## config.mk

```make
export PLATFORM = sky130hd
export DESIGN_NAME = can_transceiver_logic_side
export DESIGN_NICKNAME = d
export VERILOG_FILES = /design/src/logic/can_xcvr_pkg.sv /design/src/logic/sync2.sv /design/src/logic/can_transceiver_logic_side.sv
export VERILOG_INCLUDE_DIRS = /design/src /design/src/logic
export SDC_FILE = /design/constraint.sdc
export NUM_CORES = 1
export LEC_CHECK = 0
export BUFFER_PORTS_ARGS = -buffer_cell sky130_fd_sc_hd__buf_2
export CAP_MARGIN = 0
export CORE_MARGIN = 2
export CORE_UTILIZATION = 54
export DETAILED_ROUTE_END_ITERATION = 8
export PLACE_DENSITY = 0.74
export SYNTH_ARGS = -nofsm -noshare
export SYNTH_HDL_FRONTEND = slang
export SYNTH_SLANG_ARGS = --single-unit
```

## constraint.sdc

```tcl
create_clock -name i_sys_clk -period 2.1 [get_ports i_sys_clk]
set_clock_uncertainty 0.05 [all_clocks]
set_input_delay 0.105 -clock i_sys_clk [delete_from_list [all_inputs] [get_ports i_sys_clk]]
set_output_delay 0.105 -clock i_sys_clk [all_outputs]
set_load 0.01 [all_outputs]
```

## src/logic/can_xcvr_map.svh

```systemverilog
`ifndef CAN_XCVR_MAP_SVH
`define CAN_XCVR_MAP_SVH
// Clock period in picoseconds (200 MHz)
`define CLK_PERIOD_PS 64'h0000_0000_0000_1388
// Minimum dominant timeout in microseconds
`define DOM_TIMEOUT_MIN_US 64'h0000_0000_0000_0578
// Maximum dominant timeout in microseconds
`define DOM_TIMEOUT_MAX_US 64'h0000_0000_0000_12C0
// Timeout in cycles, least time rounded up
`define DOM_TIMEOUT_CYCLES ((`DOM_TIMEOUT_MIN_US * 64'h0000_0000_000F_4240 + `CLK_PERIOD_PS - 64'h0000_0000_0000_0001) / `CLK_PERIOD_PS)
// Consecutive dominant bits allowed by the protocol
`define MAX_DOM_BITS 4'hB
// Counter width
`define DOM_CNT_W 32
`endif

```

## src/logic/can_xcvr_pkg.sv

```systemverilog
package can_xcvr_pkg;
	typedef enum logic [2:0] {
		ST_RECESSIVE = 3'h1,
		ST_DOMINANT = 3'h2,
		ST_TIMED_OUT = 3'h4
	} tx_state_t;
	typedef logic [31:0] dom_cnt_t;
endpackage : can_xcvr_pkg

```

## src/logic/sync2.sv

```systemverilog
`timescale 1ns/100ps
module sync2 #(
	parameter logic RESET_VAL = 1'b1
) (
	input wire logic i_sys_clk,
	input wire logic i_reset,
	input wire logic i_ce,
	input wire logic i_async,
	output logic o_sync
);
	logic meta_ff;
	always_ff @(posedge i_sys_clk or posedge i_reset) begin
		if (i_reset) begin
			meta_ff <= RESET_VAL;
			o_sync <= RESET_VAL;
		end else if (i_ce) begin
			meta_ff <= i_async;
			o_sync <= meta_ff;
		end
	end
endmodule : sync2

```

## src/logic/can_transceiver_logic_side.sv

```systemverilog
`timescale 1ns/100ps
`include "can_xcvr_map.svh"
module can_transceiver_logic_side #(
	parameter logic [31:0] DOM_TIMEOUT_CYC = 32'(`DOM_TIMEOUT_CYCLES)
) (
	input wire logic i_sys_clk,
	input wire logic i_reset,
	input wire logic i_ce,
	input wire logic i_txd,
	input wire logic i_polarity_select,
	input wire logic i_canh,
	input wire logic i_canl,
	output logic o_rxd,
	output logic o_canh,
	output logic o_canh_oe,
	output logic o_canl,
	output logic o_canl_oe
);
	// Transmit idles high so reset leaves no false rising edge
	localparam logic [3:0] SYNC_RESET = 4'h1;
	logic [3:0] pin_async;
	logic [3:0] pin_sync;
	logic txd_s;
	logic polarity_s;
	logic canh_s;
	logic canl_s;
	logic txd_prev_ff;
	can_xcvr_pkg::tx_state_t state_ff;
	can_xcvr_pkg::tx_state_t nxt_state;
	can_xcvr_pkg::dom_cnt_t cnt_ff;

	assign pin_async = {i_canl, i_canh, i_polarity_select, i_txd};

	// Every pin crosses in from outside the clock domain
	genvar gi;
	generate
		for (gi = 0; gi < 4; gi = gi + 1) begin : g_pin_sync
			sync2 #(
				.RESET_VAL(SYNC_RESET[gi])
			) sync2_inst (
				.i_sys_clk(i_sys_clk),
				.i_reset(i_reset),
				.i_ce(i_ce),
				.i_async(pin_async[gi]),
				.o_sync(pin_sync[gi])
			);
		end
	endgenerate

	assign txd_s = pin_sync[0];
	assign polarity_s = pin_sync[1];
	assign canh_s = pin_sync[2];
	assign canl_s = pin_sync[3];

	// Bus reads dominant when the lines show the active pair for this polarity
	function automatic logic bus_dominant(input logic h, input logic l, input logic swap);
		bus_dominant = swap ? (!h && l) : (h && !l);
	endfunction : bus_dominant

	always_ff @(posedge i_sys_clk or posedge i_reset) begin
		if (i_reset) begin
			txd_prev_ff <= 1'b1;
		end else if (i_ce) begin
			txd_prev_ff <= txd_s;
		end
	end

	always_comb begin
		nxt_state = state_ff;
		case (state_ff)
			can_xcvr_pkg::ST_RECESSIVE: begin
				if (!txd_s)
					nxt_state = can_xcvr_pkg::ST_DOMINANT;
			end
			can_xcvr_pkg::ST_DOMINANT: begin
				if (txd_s)
					nxt_state = can_xcvr_pkg::ST_RECESSIVE;
				else if (cnt_ff >= DOM_TIMEOUT_CYC)
					nxt_state = can_xcvr_pkg::ST_TIMED_OUT;
			end
			can_xcvr_pkg::ST_TIMED_OUT: begin
				// Held recessive until the controller lets go
				if (txd_s && !txd_prev_ff)
					nxt_state = can_xcvr_pkg::ST_RECESSIVE;
			end
			default: nxt_state = can_xcvr_pkg::ST_RECESSIVE;
		endcase
	end

	always_ff @(posedge i_sys_clk or posedge i_reset) begin
		if (i_reset) begin
			state_ff <= can_xcvr_pkg::ST_RECESSIVE;
		end else if (i_ce) begin
			state_ff <= nxt_state;
		end
	end

	// Saturates so a stuck-low input never wraps back into dominant
	always_ff @(posedge i_sys_clk or posedge i_reset) begin
		if (i_reset) begin
			cnt_ff <= '0;
		end else if (i_ce) begin
			if (txd_s)
				cnt_ff <= '0;
			else if (cnt_ff < DOM_TIMEOUT_CYC)
				cnt_ff <= cnt_ff + 32'h0000_0001;
		end
	end

	// Enables follow the next state so they stay in step with state_ff
	always_ff @(posedge i_sys_clk or posedge i_reset) begin
		if (i_reset) begin
			o_canh_oe <= 1'b0;
			o_canl_oe <= 1'b0;
		end else if (i_ce) begin
			o_canh_oe <= (nxt_state == can_xcvr_pkg::ST_DOMINANT);
			o_canl_oe <= (nxt_state == can_xcvr_pkg::ST_DOMINANT);
		end
	end

	// Levels stand constantly; only the enables mark a dominant bit
	always_ff @(posedge i_sys_clk or posedge i_reset) begin
		if (i_reset) begin
			o_canh <= 1'b0;
			o_canl <= 1'b0;
		end else if (i_ce) begin
			o_canh <= !polarity_s;
			o_canl <= polarity_s;
		end
	end

	// Assertion helper: length of the drive now in progress
	can_xcvr_pkg::dom_cnt_t drive_run_ff;
	always_ff @(posedge i_sys_clk or posedge i_reset) begin
		if (i_reset) begin
			drive_run_ff <= '0;
		end else if (i_ce) begin
			if (!o_canh_oe)
				drive_run_ff <= '0;
			else if (drive_run_ff < DOM_TIMEOUT_CYC)
				drive_run_ff <= drive_run_ff + 32'h0000_0001;
		end
	end

	always_ff @(posedge i_sys_clk or posedge i_reset) begin
		if (i_reset) begin
			o_rxd <= 1'b1;
		end else if (i_ce) begin
			o_rxd <= !bus_dominant(canh_s, canl_s, polarity_s);
		end
	end
endmodule : can_transceiver_logic_side

```

[Yosys cells after proc, flatten, opt, wreduce, memory -nomap -nowiden]
Index checks and enable logic that the tools add are counted.
W data, S select, Z words.
Storage, ports and cells
  flip-flop bits (word level): 48
  latch bits: 0
  RAM bits: 0
  ROM bits: 0
  logic and storage cells: 40
  memories kept: 0
Operators by class
  add/subtract/negate cells: 1
  $mul: 0
  div/mod/pow operators: 0
  $lt $le $gt $ge: 2
  equal/unequal tests: 4
  shift operators: 0
  muxes and demuxes: 8
  bitwise gates (word level): 0
  reduce and logical (&&, ||, !) cells: 10
Operators by type and width (count)
  $mux W32: 2
  $add A32 B1 Y32 const B: 1
  $ge A32 B19 Y1 const B: 1
  $lt A32 B19 Y1 const B: 1
  $mux W3: 4
  $pmux W3 S3: 1
  $eq A3 B2 Y1 const B: 2
  $logic_not A1 Y1: 5
  $eq A3 B1 Y1 const B: 1
  $eq A3 B3 Y1 const B: 1
  $logic_and A1 B1 Y1: 3
  $reduce_and A2 Y1: 1
  $reduce_bool A2 Y1: 1
  $mux W1: 1

[Logic depth before layout (Yosys ltp)]
Gate-level depths: netlist of run 1.
  depth after elaboration: 5
  mapped depth: 7
  mapped depth without buffers: 6

[Hierarchy]
From an unflattened synthesis of run 1, not the netlist that was laid out.
Unflattened totals
  cell total of the unflattened synthesis: 216
  area, all modules: 2259.7 µm²
Modules (own cells, without submodules)
  can_transceiver_logic_side: instances 1, cells an instance 196, area an instance 1951.9 µm², seq. area each 1004.7 µm²
  sync2 (g_pin_sync[1].sync2_inst ...): instances 3, cells an instance 5, area an instance 76.3 µm², seq. area each 50.0 µm²
  sync2 (g_pin_sync[0].sync2_inst): instances 1, cells an instance 5, area an instance 78.8 µm², seq. area each 52.6 µm²

[Worst setup path after synthesis of run 1]
No wires, ideal clock.
  path kind: flip-flop to flip-flop
  start: register cnt_ff[12]
  end: register cnt_ff[8]
  setup time: 78 ps
  arrival time: 1850 ps
  required time: 1972 ps
  path slack: 122 ps
  stages on the path, launching flop included: 7
  buffers on the path: 1
  period minus slack after synthesis: 1978 ps
  cell sequence: dfrtp_1 > nor4_2 > o21ai_1 > a211o_1 > buf_6 > or4_1 > a21oi_1
Between the ends
  word-level cells in the longest chain between the ends: 3
RTL lines
  start: declaration: RTL line can_transceiver_logic_side.sv:30  | can_xcvr_pkg::dom_cnt_t cnt_ff;
  start signal: assignment: RTL line can_transceiver_logic_side.sv:106  | cnt_ff <= cnt_ff + 32'h0000_0001;
  $lt A32 B19 Y1: RTL line can_transceiver_logic_side.sv:105  | else if (cnt_ff < DOM_TIMEOUT_CYC)
  $reduce_bool A2 Y1 (no source line)
  $reduce_and A2 Y1 (no source line)
No other way between the ends.
A chain may end at the register's enable or synchronous reset.

[Worst setup path after layout of run 1]
  start: register cnt_ff[22]
  end: register cnt_ff[10]
The elaborated chain is that of the path after synthesis.

==> summary by stage, run 1 <==
Finish
Once layout is complete, the utilization of the core stands at 0.694. In the final design database the tool counted 264 nets. Once layout is complete, the cells apart from fillers number 306. Fill cells in the final layout number 285. The number of antenna cells inserted is 0. From synthesis to final layout, the design area changed by 25.5%. Of the cells placed in the final design, the portion with a size suffix greater than 1 is 0.309. The design area is 0.00276 mm².

Synth
The post-synthesis sequential element count is 48. The Yosys step of the flow raised 0 warnings. The cell count after synthesis came out at 215. After synthesis, the mean cell area works out to 10.2 µm². The total standard cell area after synthesis is 0.00220 mm². The post-synthesis cell type count is 40. Counting every net in the synthesized netlist gives 224. The share of the Yosys chip area taken by registers is 0.550.

CTS
After clock tree synthesis, the clock-pin slew on the worst setup and hold paths is 0.08 ns. For this design, the sink count on the clock tree is 48. The clock passes through at most 2 buffers. The number of buffers created by CTS is 5. The clock tree synthesis step divided the H-tree into 2 levels.

The tree is rooted in a sky130_fd_sc_hd__clkbuf_8. At the later pin of the worst-skew pair, clock insertion delay measures 0.30 ns. The clock tree from TritonCTS is yes.

Placement
Detailed placement ended at an HPWL of 2.96 mm. Routability-driven placement finished with a final weighted congestion of 0.812. The cell area reported after detailed placement is 0.00246 mm².

During placement, the flow inserted port buffers numbering 11. The count of placed standard cells including taps is 290.

Critical path
The critical path in this run is classified as reg -> reg. On the critical path the largest part of the delay comes from simple AND/OR/NAND/NOR gates. Data on the critical path is required at its endpoint by 2.28 ns. The cell at the slowest stage of the critical path is sky130_fd_sc_hd__or4_1.

The element type at the critical path start is a flop. The signal on the critical path passes through nor4_4 -> nand3_2 -> a211o_4 -> or4_1 -> a21oi_2. For the worst setup path, the data arrival time is 2.25 ns. Along the worst path, the maximum fanout reaches 8.

The largest single stage delay on the critical path is 0.54 ns. STA classifies the critical path endpoint as a flop. The buffering stage count on the worst path with inverters included is 0.

Floorplan
From left edge to right edge, the die measures 67.8 µm. The chip height is 67.8 µm. The I/O pin count is 12. In this run the standard cell core region covers 0.00397 mm².

The number of placement rows is 23. The initial core utilization is 0.553. The total die area is 0.00459 mm².

GRT
The overflow left after global routing is 0. The initial antenna violation count came to 0. The first global-routing pass estimated 7.42 mm of wire. The number of global-route vias before repair came to 1,635. The largest net degree at the start of global routing is 26. The global routing usage summed across all routing layers is 0.221.

Route
The number of DRC violations after detailed-routing iteration 0 is 174. The remaining number of nets flagged by the antenna check after routing is 0. Dividing the detail-routed via count by the number of cells gives 5.79. The first-pass iteration count of the detailed router is 4. After detailed routing, the number of remaining DRC violations is 0. After detailed routing, the total wire length is 4.58 mm. The via total after detailed routing is 1,771. The routed length per instance is 15.0 µm.

Timing
The timing-limited maximum frequency is 0.482 GHz. The worst pin sits at a relative slew slack of 0.657. The number of hold-slack violations in the final timing report came to 0.

The share of the clock period used by the worst path is 0.987. Setup repair after global routing could not meet its margin everywhere. At the pin with the least slew margin, the transition time is 0.513 ns. The final number of setup-violating endpoints is 0. Counting I/O delays and the setup requirement, the final critical path takes 2.07 ns.

The count of pins over their slew limit was 0. Across all hold checks on the routed design, the worst slack comes to 0.213 ns.

Pwr
Power spread over the standard cell area amounts to 750 mW/mm². The static leakage is 1.22 nW. The maximum vdd drop is 0.000489 V. The post-route total power is 2.07 mW.

Worst hold path
The worst min-delay path category is in -> reg.

Outcome
The run finished with clean final reports.

Flow run
The max-capacitance violation count is 0.
repair_timing:
action	CTS	global route
setup buffers	0	2
endpoints found under the hold margin	27	0
cloned	0	1
setup endpoints to repair	11	12
resized for setup	3	17
hold buffers	5	0
pin swaps	0	7
kinds of logic (layout without fill, tap and decap cells):
logic type | Yosys count | after routing | synth area share
simple gates | 83 | 83 | 0.210
compound gates | 53 | 54 | 0.144
flops | 48 | 48 | 0.550
buf+inv | 20 | 60 | 0.0393
mux | 9 | 9 | 0.0461
fa+ha+maj | 2 | 2 | 0.0114
area by class of cell:
type / count / area (µm²) / share of cell area
multi-input combinational: 148 / 1010 / 0.365
sequential: 48 / 1210 / 0.438
clock buffer: 7 / 96.3 / 0.0349
inverter: 10 / 37.5 / 0.0136
timing repair buffer: 42 / 317 / 0.115
tap: 50 / 62.6 / 0.0227
clock inverter: 1 / 30.0 / 0.0109
worst register-to-register path: stages (launching register included):
cell and delay [ns]:
sky130_fd_sc_hd__dfrtp_1 0.41, sky130_fd_sc_hd__nor4_4 0.31, sky130_fd_sc_hd__nand3_2 0.18, sky130_fd_sc_hd__a211o_4 0.35, sky130_fd_sc_hd__or4_1 0.55, sky130_fd_sc_hd__a21oi_2 0.16
state kept, by name (all words and copies together), names as in the netlist:
signal	flops
cnt_ff	32
g_pin_sync.sync2_inst.meta_ff	4
g_pin_sync.sync2_inst.o_sync	4
o_canh	1
o_canl	1
o_canl_oe	1
o_rxd	1
state_ff	3
txd_prev_ff	1
layout by cell type (no fill, tap or decap), types with 2 or more instances in the layout:
cell type and n:
sky130_fd_sc_hd__o211ai_1 3, sky130_fd_sc_hd__or4_1 4, sky130_fd_sc_hd__o21ai_0 16, sky130_fd_sc_hd__clkbuf_8 7
sky130_fd_sc_hd__buf_4 24, sky130_fd_sc_hd__and2_1 15, sky130_fd_sc_hd__nand4_1 3, sky130_fd_sc_hd__dfstp_2 5
sky130_fd_sc_hd__nand2_1 16, sky130_fd_sc_hd__nor2_1 8, sky130_fd_sc_hd__nand3_1 10, sky130_fd_sc_hd__a211o_4 2
sky130_fd_sc_hd__dfrtp_1 43, sky130_fd_sc_hd__buf_2 11, sky130_fd_sc_hd__or3_1 10, sky130_fd_sc_hd__o31ai_1 4
sky130_fd_sc_hd__inv_1 9, sky130_fd_sc_hd__ha_1 2, sky130_fd_sc_hd__nor2b_1 2, sky130_fd_sc_hd__a21oi_1 12
sky130_fd_sc_hd__dlygate4sd3_1 5, sky130_fd_sc_hd__nor3_1 3, sky130_fd_sc_hd__mux2_2 9, sky130_fd_sc_hd__a21oi_2 6
sky130_fd_sc_hd__nor4_2 2
where the power goes:
part | leakage [nW] | switching (mW) | internal [mW] | total, mW
sequential | 0.631 | 0.0637 | 1.01 | 1.07
combinational | 0.524 | 0.154 | 0.130 | 0.284
clock | 0.0645 | 0.295 | 0.420 | 0.715
total | 1.22 | 0.512 | 1.56 | 2.07
stage by stage:
stage               setup WS (ns)  setup TNS, ns
finish                     0.0271              0
global route              -0.0430         -0.178
CTS                        0.0334              0
detailed placement        -0.0842         -0.508
global placement          -0.0185        -0.0300
floorplan                   0.122              0
Yosys cell counts, drive strengths merged:
master   number  area share
dfrtp        43        0.49
a21oi        18       0.041
o21ai        17       0.039
nand2        16       0.027
and2         15       0.043
nand3        11       0.025
or3          11       0.031
inv          10       0.017
mux2          9       0.046
nor2          8       0.014
clkbuf        7       0.012
dfstp         5       0.060
or4           5       0.017
nor3          4      0.0091
o31ai         4       0.014
buf           3       0.010
nand4         3      0.0085
nor4          3       0.011
o211ai        3       0.010
a211oi        2      0.0068
ha            2       0.011
nor2b         2      0.0057
a211o         1      0.0040
a21boi        1      0.0034
a221oi        1      0.0040
a31o          1      0.0040
a31oi         1      0.0028
a41oi         1      0.0040
and3          1      0.0028
and4          1      0.0040
nand2b        1      0.0028
nand4b        1      0.0040
nor4b         1      0.0040
o21a          1      0.0034
o2bb2ai       1      0.0040
o41ai         1      0.0040
per-layer routing:
metal | part of all wire | GRT usage | vias up | routed length (µm)
li1 | - | - | 854 | -
met1 | 0.45 | 0.307 | 858 | 2070
met2 | 0.48 | 0.338 | 52 | 2220
met3 | 0.047 | 0.0517 | 7 | 214
met4 | 0.016 | 0.0850 | 0 | 73
met5 | 0 | 0 | - | 0
worst paths after layout:
kind	startpoint	to	slack [ns]	cells past startpoint
min in group asynchronous	i_reset	cnt_ff[21]	0.34	3
hold / removal	i_ce	o_rxd	0.21	3
hold reg to reg	o_rxd	o_rxd	0.43	2
max in group asynchronous	i_reset	txd_prev_ff	1.07	4
setup reg to reg	cnt_ff[22]	cnt_ff[10]	0.03	5
setup / recovery	cnt_ff[22]	cnt_ff[10]	0.03	5
No activity file was read; power rests on OpenSTA's default activity.
==> run 2: changes to the inputs <==
--- a/config.mk
+++ b/config.mk
@@ -9,9 +9,9 @@
 export BUFFER_PORTS_ARGS = -buffer_cell sky130_fd_sc_hd__buf_2
 export CAP_MARGIN = 0
 export CORE_MARGIN = 2
-export CORE_UTILIZATION = 54
+export CORE_UTILIZATION = 35
 export DETAILED_ROUTE_END_ITERATION = 8
-export PLACE_DENSITY = 0.74
+export PLACE_DENSITY = 0.51
 export SYNTH_ARGS = -nofsm -noshare
 export SYNTH_HDL_FRONTEND = slang
 export SYNTH_SLANG_ARGS = --single-unit
==> summary by stage, run 2 (synthesized netlist as in run 1, its figures left out) <==
Outcome
Outcome: finished with violations (was complete, no violations). The final reports fail on negative setup slack.

Timing
The shortest clock period the worst path allows after layout came to 2.11 ns (was 2.07 ns). The relative max-transition margin is 0.628 (was 0.657). The slew at the pin closest to its max-slew limit came to 0.557 ns (was 0.513 ns).

The count of pins over their slew limit is 0 (unchanged). Unrepaired setup endpoints after global routing: yes (unchanged). The timing-limited maximum frequency is 0.475 GHz (was 0.482 GHz). The post-route worst setup slack came to -0.00652 ns (was 0.0271 ns).

The share of the clock period used by the worst path is 1.00 (was 0.987). The number of hold-slack violations in the final timing report is 0 (unchanged). The final number of setup-violating endpoints is 1 (was 0).

Placement
The post-DP HPWL is 3.01 mm (was 2.96 mm). The cell area reported after detailed placement came to 0.00246 mm² (about the same). The number of buffers inserted by port buffering is 11 (unchanged). The weighted congestion at the end of routability-driven global placement is 0.777 (was 0.812).

Route
The via density per instance is 5.10 (was 5.79). The number of DRC violations after detailed-routing iteration 0 is 70 (was 174). The total wire length was 4.57 mm (was 4.58 mm). The remaining number of nets flagged by the antenna check after routing came to 0 (unchanged).

The routed length per instance came to 14.0 µm (was 15.0 µm). The first-pass iteration count of the detailed router is 4 (unchanged). The via total after detailed routing is 1,667 (was 1,771).

The residual DRC count is 0 (unchanged).

Flow run
The max-capacitance violation count is 0 (unchanged).

Finish
The register with the most flip-flops is cnt_ff (unchanged). The post-layout net count is 260 (was 264). The number of antenna cells inserted is 0 (unchanged).

The proportion of layout cells with a drive suffix above 1 came to 0.266 (was 0.309). The flip-flop count of the largest register after layout came to 32 (unchanged). Registers with the most flip-flops: cnt_ff: 32 flops, g_pin_sync.sync2_inst.meta_ff: 4 flops, g_pin_sync.sync2_inst.o_sync: 4 flops (unchanged).

The most frequent standard cell in the layout excluding fill and tap cells is sky130_fd_sc_hd__dfrtp_1 (unchanged). The design area is 0.00273 mm² (was 0.00276 mm²). Commonest cells after routing, fill and taps aside: 43 x sky130_fd_sc_hd__dfrtp_1, 20 x sky130_fd_sc_hd__buf_4, 16 x sky130_fd_sc_hd__nand2_1, 16 x sky130_fd_sc_hd__o21ai_0, 16 x sky130_fd_sc_hd__a21oi_1 (was 43 x sky130_fd_sc_hd__dfrtp_1, 24 x sky130_fd_sc_hd__buf_4, 16 x sky130_fd_sc_hd__nand2_1, 16 x sky130_fd_sc_hd__o21ai_0, 15 x sky130_fd_sc_hd__and2_1). The area growth from synthesis to layout came to 24.3% (was 25.5%).

The total area of multi-input combinational cells came to 951 µm² (was 0.00101 mm²). The filler cell count in the final layout was 569 (was 285). The area of all sequential standard cells is 0.00121 mm² (unchanged).

GRT
The initial antenna violation count is 0 (unchanged). The overflow left after global routing is 0 (unchanged). The global routing usage summed across all routing layers is 0.142 (was 0.221). The number of global-route vias before repair was 1,696 (was 1,635).

The first-pass GRT wire length is 7.98 mm (was 7.42 mm). The largest net degree at the start of global routing is 34 (was 26).

Worst hold path
The worst hold path cell count was 3 (unchanged). The worst min-delay path category is in -> reg (unchanged).

Floorplan
The horizontal extent of the die is 83.2 µm (was 67.8 µm). The floorplan core area is 0.00599 mm² (was 0.00397 mm²). The I/O pin count is 12 (unchanged). The initial core utilization is 0.367 (was 0.553). The number of placement rows is 28 (was 23). The total die area is 0.00693 mm² (was 0.00459 mm²). The chip height is 83.2 µm (was 67.8 µm).

CTS
The number of buffers created by CTS is 5 (unchanged). The CTS root buffer was sky130_fd_sc_hd__clkbuf_8 (unchanged). The clock tree from TritonCTS is yes (unchanged). The total clock sinks is 48 (unchanged). The clock insertion delay at the later pin of the skew report is 0.30 ns (about the same). The clock slew at the register clock pins of the worst setup and hold paths is 0.09 ns (was 0.08 ns).

The maximum level of the CTS H-tree came to 2 (unchanged). The maximum number of buffers from clock root to sink is 2 (unchanged).

Critical path
The largest fanout of any net on the critical path came to 17 (was 8). The kind of end point of the critical path is a flop (unchanged). The class of the most critical setup path is reg -> reg (unchanged). The element type at the critical path start is a flop (unchanged).

The length in cells of the worst reg-to-reg path is 6 (was 5). The signal arrival time at the worst endpoint is 2.29 ns (was 2.25 ns). The data required time of the worst path is 2.28 ns (about the same).

Pwr
The post-route total power is 2.06 mW (was 2.07 mW). The power per standard cell area is 753 mW/mm² (was 750 mW/mm²). The static leakage is 1.20 nW (was 1.22 nW).

The maximum vdd drop came to 0.000392 V (was 0.000489 V).
run 2: changes by cell type in the layout (fill, tap and decap cells not counted), moves of 2 or more:
| cell | before | now |
|---|---|---|
| sky130_fd_sc_hd__a21oi_2 | 6 | 2 |
| sky130_fd_sc_hd__buf_4 | 24 | 20 |
| sky130_fd_sc_hd__a21oi_1 | 12 | 16 |
| sky130_fd_sc_hd__a211o_4 | 2 | 0 |
run 2: area by class of cell:
class / instances / share of cell area
timing repair buffer: 39 / 0.117
multi-input combinational: 147 / 0.348
sequential: 48 / 0.442
inverter: 10 / 0.0137
clock inverter: 2 / 0.0142
clock buffer: 6 / 0.0302
tap: 75 / 0.0344
run 2: final timing paths:
kind | from | endpoint | slack [ns]
worst max-delay path | cnt_ff[22] | cnt_ff[10] | -0.007
worst min-delay path | i_ce | txd_prev_ff | 0.23
worst max register to register | cnt_ff[22] | cnt_ff[10] | -0.007
worst min register to register | o_rxd | o_rxd | 0.43
max in group asynchronous | i_reset | g_pin_sync[0].sync2_inst.meta_ff | 1.05
min in group asynchronous | i_reset | g_pin_sync[3].sync2_inst.meta_ff | 0.35
run 2: power breakdown:
group          switching, mW  internal (mW)
clock                  0.313          0.389
sequential            0.0624           1.01
combinational          0.155          0.130
run 2: metrics by stage:
stage	TNS [ns]	instances	hold slack, ns	setup slack [ns]	utilization
after floorplan	0	215	0.207	0.122	-
after global placement	0	309	0.138	0.0383	0.410
after detailed placement	-0.0281	309	0.143	-0.0215	0.410
after CTS	-0.00707	323	0.206	-0.00707	0.442
after global routing	-0.272	327	0.244	-0.0840	0.456
final	-0.00652	327	0.228	-0.00652	0.456
run 2: routing by layer:
| metal | GRT usage | wire (µm) | up-vias |
|---|---|---|---|
| li1 | - | - | 845 |
| met1 | 0.193 | 2330 | 795 |
| met2 | 0.221 | 2060 | 18 |
| met3 | 0.0358 | 106 | 9 |
| met4 | 0.0477 | 78 | 0 |
| met5 | 0 | 0 | - |
run 2: what timing repair did:
item	4_1_cts	5_1_grt
gates cloned	0	1
resized for setup	2	7
endpoints found under the setup margin	3	7
buffers inserted	1	3
hold buffers	5	0
endpoints found under the hold margin	26	0
pin swaps	0	7
run 2: critical path: stages, from the launching register on:
cell and delay [ns]:
sky130_fd_sc_hd__dfrtp_1 0.42, sky130_fd_sc_hd__nor4_4 0.30, sky130_fd_sc_hd__nand3_1 0.13, sky130_fd_sc_hd__a211o_1 0.33
sky130_fd_sc_hd__buf_12 0.16, sky130_fd_sc_hd__or4_4 0.51, sky130_fd_sc_hd__a21oi_2 0.14
==> run 3: changes to the inputs <==
--- a/config.mk
+++ b/config.mk
@@ -11,7 +11,8 @@
 export CORE_MARGIN = 2
 export CORE_UTILIZATION = 35
 export DETAILED_ROUTE_END_ITERATION = 8
-export PLACE_DENSITY = 0.51
+export GPL_TIMING_DRIVEN = 0
+export PLACE_DENSITY = 0.5
 export SYNTH_ARGS = -nofsm -noshare
 export SYNTH_HDL_FRONTEND = slang
 export SYNTH_SLANG_ARGS = --single-unit
==> constraint.sdc (replaced) <==
create_clock -name i_sys_clk -period 2.69 [get_ports i_sys_clk]
set_clock_uncertainty 0.05 [all_clocks]
set_input_delay 0.1345 -clock i_sys_clk [delete_from_list [all_inputs] [get_ports i_sys_clk]]
set_output_delay 0.1345 -clock i_sys_clk [all_outputs]
set_load 0.01 [all_outputs]
==> summary by stage, run 3 (synthesized netlist as in run 1, its figures left out) <==
Placement
The number of buffers inserted by port buffering is 10 (was 11). The weighted congestion at the end of routability-driven global placement is 0.813 (was 0.777). The post-DP HPWL is 3.07 mm (was 3.01 mm).

Timing
The share of the clock period used by the worst path is 0.850 (was 1.00). The timing-limited maximum frequency is 0.437 GHz (was 0.475 GHz). The relative max-transition margin is 0.513 (was 0.628). The final number of setup-violating endpoints came to 0 (was 1). Unrepaired setup endpoints after global routing: no (was yes). The final sum of negative setup slack is 0 ns (was -0.00652 ns).

The slew at the pin closest to its max-slew limit is 0.725 ns (was 0.557 ns). The number of hold-slack violations in the final timing report came to 0 (unchanged). The shortest clock period the worst path allows after layout is 2.29 ns (was 2.11 ns). The count of pins over their slew limit is 0 (unchanged).

Outcome
Outcome: complete, no violations (was finished with violations).

Finish
The number of antenna cells inserted is 0 (unchanged). The area growth from synthesis to layout is 15.0% (was 24.3%). Commonest cells after routing, fill and taps aside: 43 x sky130_fd_sc_hd__dfrtp_1, 18 x sky130_fd_sc_hd__a21oi_1, 16 x sky130_fd_sc_hd__nand2_1, 16 x sky130_fd_sc_hd__o21ai_0, 15 x sky130_fd_sc_hd__and2_1 (was 43 x sky130_fd_sc_hd__dfrtp_1, 20 x sky130_fd_sc_hd__buf_4, 16 x sky130_fd_sc_hd__nand2_1, 16 x sky130_fd_sc_hd__o21ai_0, 16 x sky130_fd_sc_hd__a21oi_1). The post-layout net count is 247 (was 260). The flip-flop count of the largest register after layout is 32 (unchanged). The share of the core filled with cells is 0.422 (was 0.456). Registers with the most flip-flops: cnt_ff: 32 flops, g_pin_sync.sync2_inst.meta_ff: 4 flops, g_pin_sync.sync2_inst.o_sync: 4 flops (unchanged). The filler cell count in the final layout is 601 (was 569). The proportion of layout cells with a drive suffix above 1 was 0.159 (was 0.266). The register with the most flip-flops is cnt_ff (unchanged). The most frequent standard cell in the layout excluding fill and tap cells is sky130_fd_sc_hd__dfrtp_1 (unchanged).

Critical path
The startpoint of the worst-slack reg-to-reg timing path was cnt_ff[19] (was cnt_ff[22]). The length in cells of the worst reg-to-reg path is 6 (unchanged). The data required time of the worst path is 2.87 ns (was 2.28 ns). The kind of end point of the critical path is a flop (unchanged).

The end of the worst register-to-register path is cnt_ff[3] (was cnt_ff[10]). The class of the most critical setup path is reg -> reg (unchanged). The signal arrival time at the worst endpoint is 2.47 ns (was 2.29 ns). The element type at the critical path start was a flop (unchanged).

The worst setup slack for register-to-register paths is 0.40 ns (was -0.007 ns). The largest fanout of any net on the critical path is 10 (was 17).

Route
The first-pass iteration count of the detailed router is 4 (unchanged). The via density per instance is 5.24 (was 5.10). The total wire length came to 4.51 mm (was 4.57 mm). The remaining number of nets flagged by the antenna check after routing is 0 (unchanged). The via total after detailed routing is 1,644 (was 1,667). The number of DRC violations after detailed-routing iteration 0 came to 99 (was 70). The residual DRC count is 0 (unchanged). The routed length per instance was 14.4 µm (was 14.0 µm).

CTS
The maximum level of the CTS H-tree came to 2 (unchanged). The clock slew at the register clock pins of the worst setup and hold paths is 0.10 ns (was 0.09 ns). The clock insertion delay at the later pin of the skew report is 0.31 ns (was 0.30 ns). The post-CTS setup repair buffer count is 0 (was 1). The number of buffers created by CTS is 5 (unchanged). The clock tree from TritonCTS was yes (unchanged). The maximum number of buffers from clock root to sink is 2 (unchanged). The total clock sinks came to 48 (unchanged).

The CTS root buffer is sky130_fd_sc_hd__clkbuf_8 (unchanged).

GRT
The largest net degree at the start of global routing is 26 (was 34). The first-pass GRT wire length came to 8.16 mm (was 7.98 mm). The overflow left after global routing is 0 (unchanged). The initial antenna violation count came to 0 (unchanged). The number of global-route vias before repair is 1,655 (was 1,696). The global routing usage summed across all routing layers was 0.144 (was 0.142).

Worst hold path
The worst hold path cell count is 2 (was 3). The end of the worst hold path is g_pin_sync[3].sync2_inst.o_sync (was txd_prev_ff). The worst min-delay path category is in -> reg (unchanged). The origin of the worst min-delay path is i_ce (unchanged).

Flow run
The max-capacitance violation count was 0 (unchanged).

Pwr
The power per standard cell area was 631 mW/mm² (was 753 mW/mm²). The maximum vdd drop is 0.000279 V (was 0.000392 V). The clock share of power is 0.341 (was 0.342). The share of total power in sequential cells is 0.526 (was 0.520). The fraction of power spent switching nets was 0.271 (was 0.258). The part of the total power dissipated in combinational logic is 0.134 (was 0.138). The switching power came to 0.432 mW (was 0.530 mW). The internal power of the cells was 1.16 mW (was 1.53 mW).

The static leakage is 1.07 nW (was 1.20 nW).

Floorplan
The total die area is 0.00693 mm² (unchanged). The initial core utilization is 0.367 (unchanged). The number of placement rows is 28 (unchanged).

The chip height is 83.2 µm (unchanged). The floorplan core area was 0.00599 mm² (unchanged). The I/O pin count is 12 (unchanged). The horizontal extent of the die is 83.2 µm (unchanged).
[run 3: power groups by stage]
stage / sequential, mW / clock [mW] / combinational [mW]
final: 0.838 / 0.543 / 0.213
after global placement: 0.851 / 0 / 0.205
after global routing: 0.849 / 0.591 / 0.243
after CTS: 0.838 / 0.559 / 0.217
after floorplan: 0.846 / 0 / 0.144
after detailed placement: 0.852 / 0 / 0.212
[run 3: how the worst max path moves through the flow]
stage	slack [ns]	end	startpoint	cells past startpoint
final	0.40	cnt_ff[3]	cnt_ff[19]	6
after global routing	0.15	cnt_ff[3]	cnt_ff[31]	6
after CTS	0.34	cnt_ff[3]	cnt_ff[19]	6
after detailed placement	0.36	cnt_ff[3]	cnt_ff[19]	6
after global placement	0.35	cnt_ff[3]	cnt_ff[19]	6
after floorplan	0.71	cnt_ff[8]	cnt_ff[12]	6
[run 3: routing by layer]
metal  vias to the layer above  GRT usage  routed length, µm
met5                         -          0                  0
met4                         0     0.0358                 51
met3                         5     0.0358                129
met2                        21      0.215               1970
met1                       796      0.211               2350
li1                        822          -                  -
[run 3: layout make-up]
cell class | count | area, µm² | area share
Buffer | 10 | 48.8 | 0.0193
Timing Repair Buffer | 16 | 120 | 0.0475
Clock inverter | 3 | 46.3 | 0.0183
Tap cell | 75 | 93.8 | 0.0371
Inverter | 10 | 37.5 | 0.0149
Clock buffer | 5 | 68.8 | 0.0272
Multi-Input combinational cell | 147 | 903 | 0.358
Sequential cell | 48 | 1210 | 0.478
[run 3: timing repair]
action | CTS | global route
hold buffers | 5 | 0
gates resized for setup | 0 | 0
endpoints found under the hold margin | 26 | 0
setup endpoints to repair | 0 | 0
[run 3: critical path, cell delays in order, from the launching register on]
cell                       delay, ns
sky130_fd_sc_hd__dfrtp_1        0.38
sky130_fd_sc_hd__nor4_1         0.42
sky130_fd_sc_hd__nand3_1        0.17
sky130_fd_sc_hd__a211o_1        0.38
sky130_fd_sc_hd__clkbuf_1       0.27
sky130_fd_sc_hd__or3_1          0.40
sky130_fd_sc_hd__a21oi_1        0.15
[run 3: through the flow]
stage / power (mW) / std cells / instance area [µm²] / hold WS, ns / worst slack [ns]
after global placement: 1.06 / 300 / 2340 / 0.316 / 0.352
after floorplan: 0.990 / 215 / 2200 / 0.236 / 0.712
after global routing: 1.68 / 314 / 2530 / 0.359 / 0.150
after CTS: 1.61 / 314 / 2530 / 0.319 / 0.341
after detailed placement: 1.06 / 301 / 2360 / 0.157 / 0.364
final: 1.59 / 314 / 2530 / 0.310 / 0.404
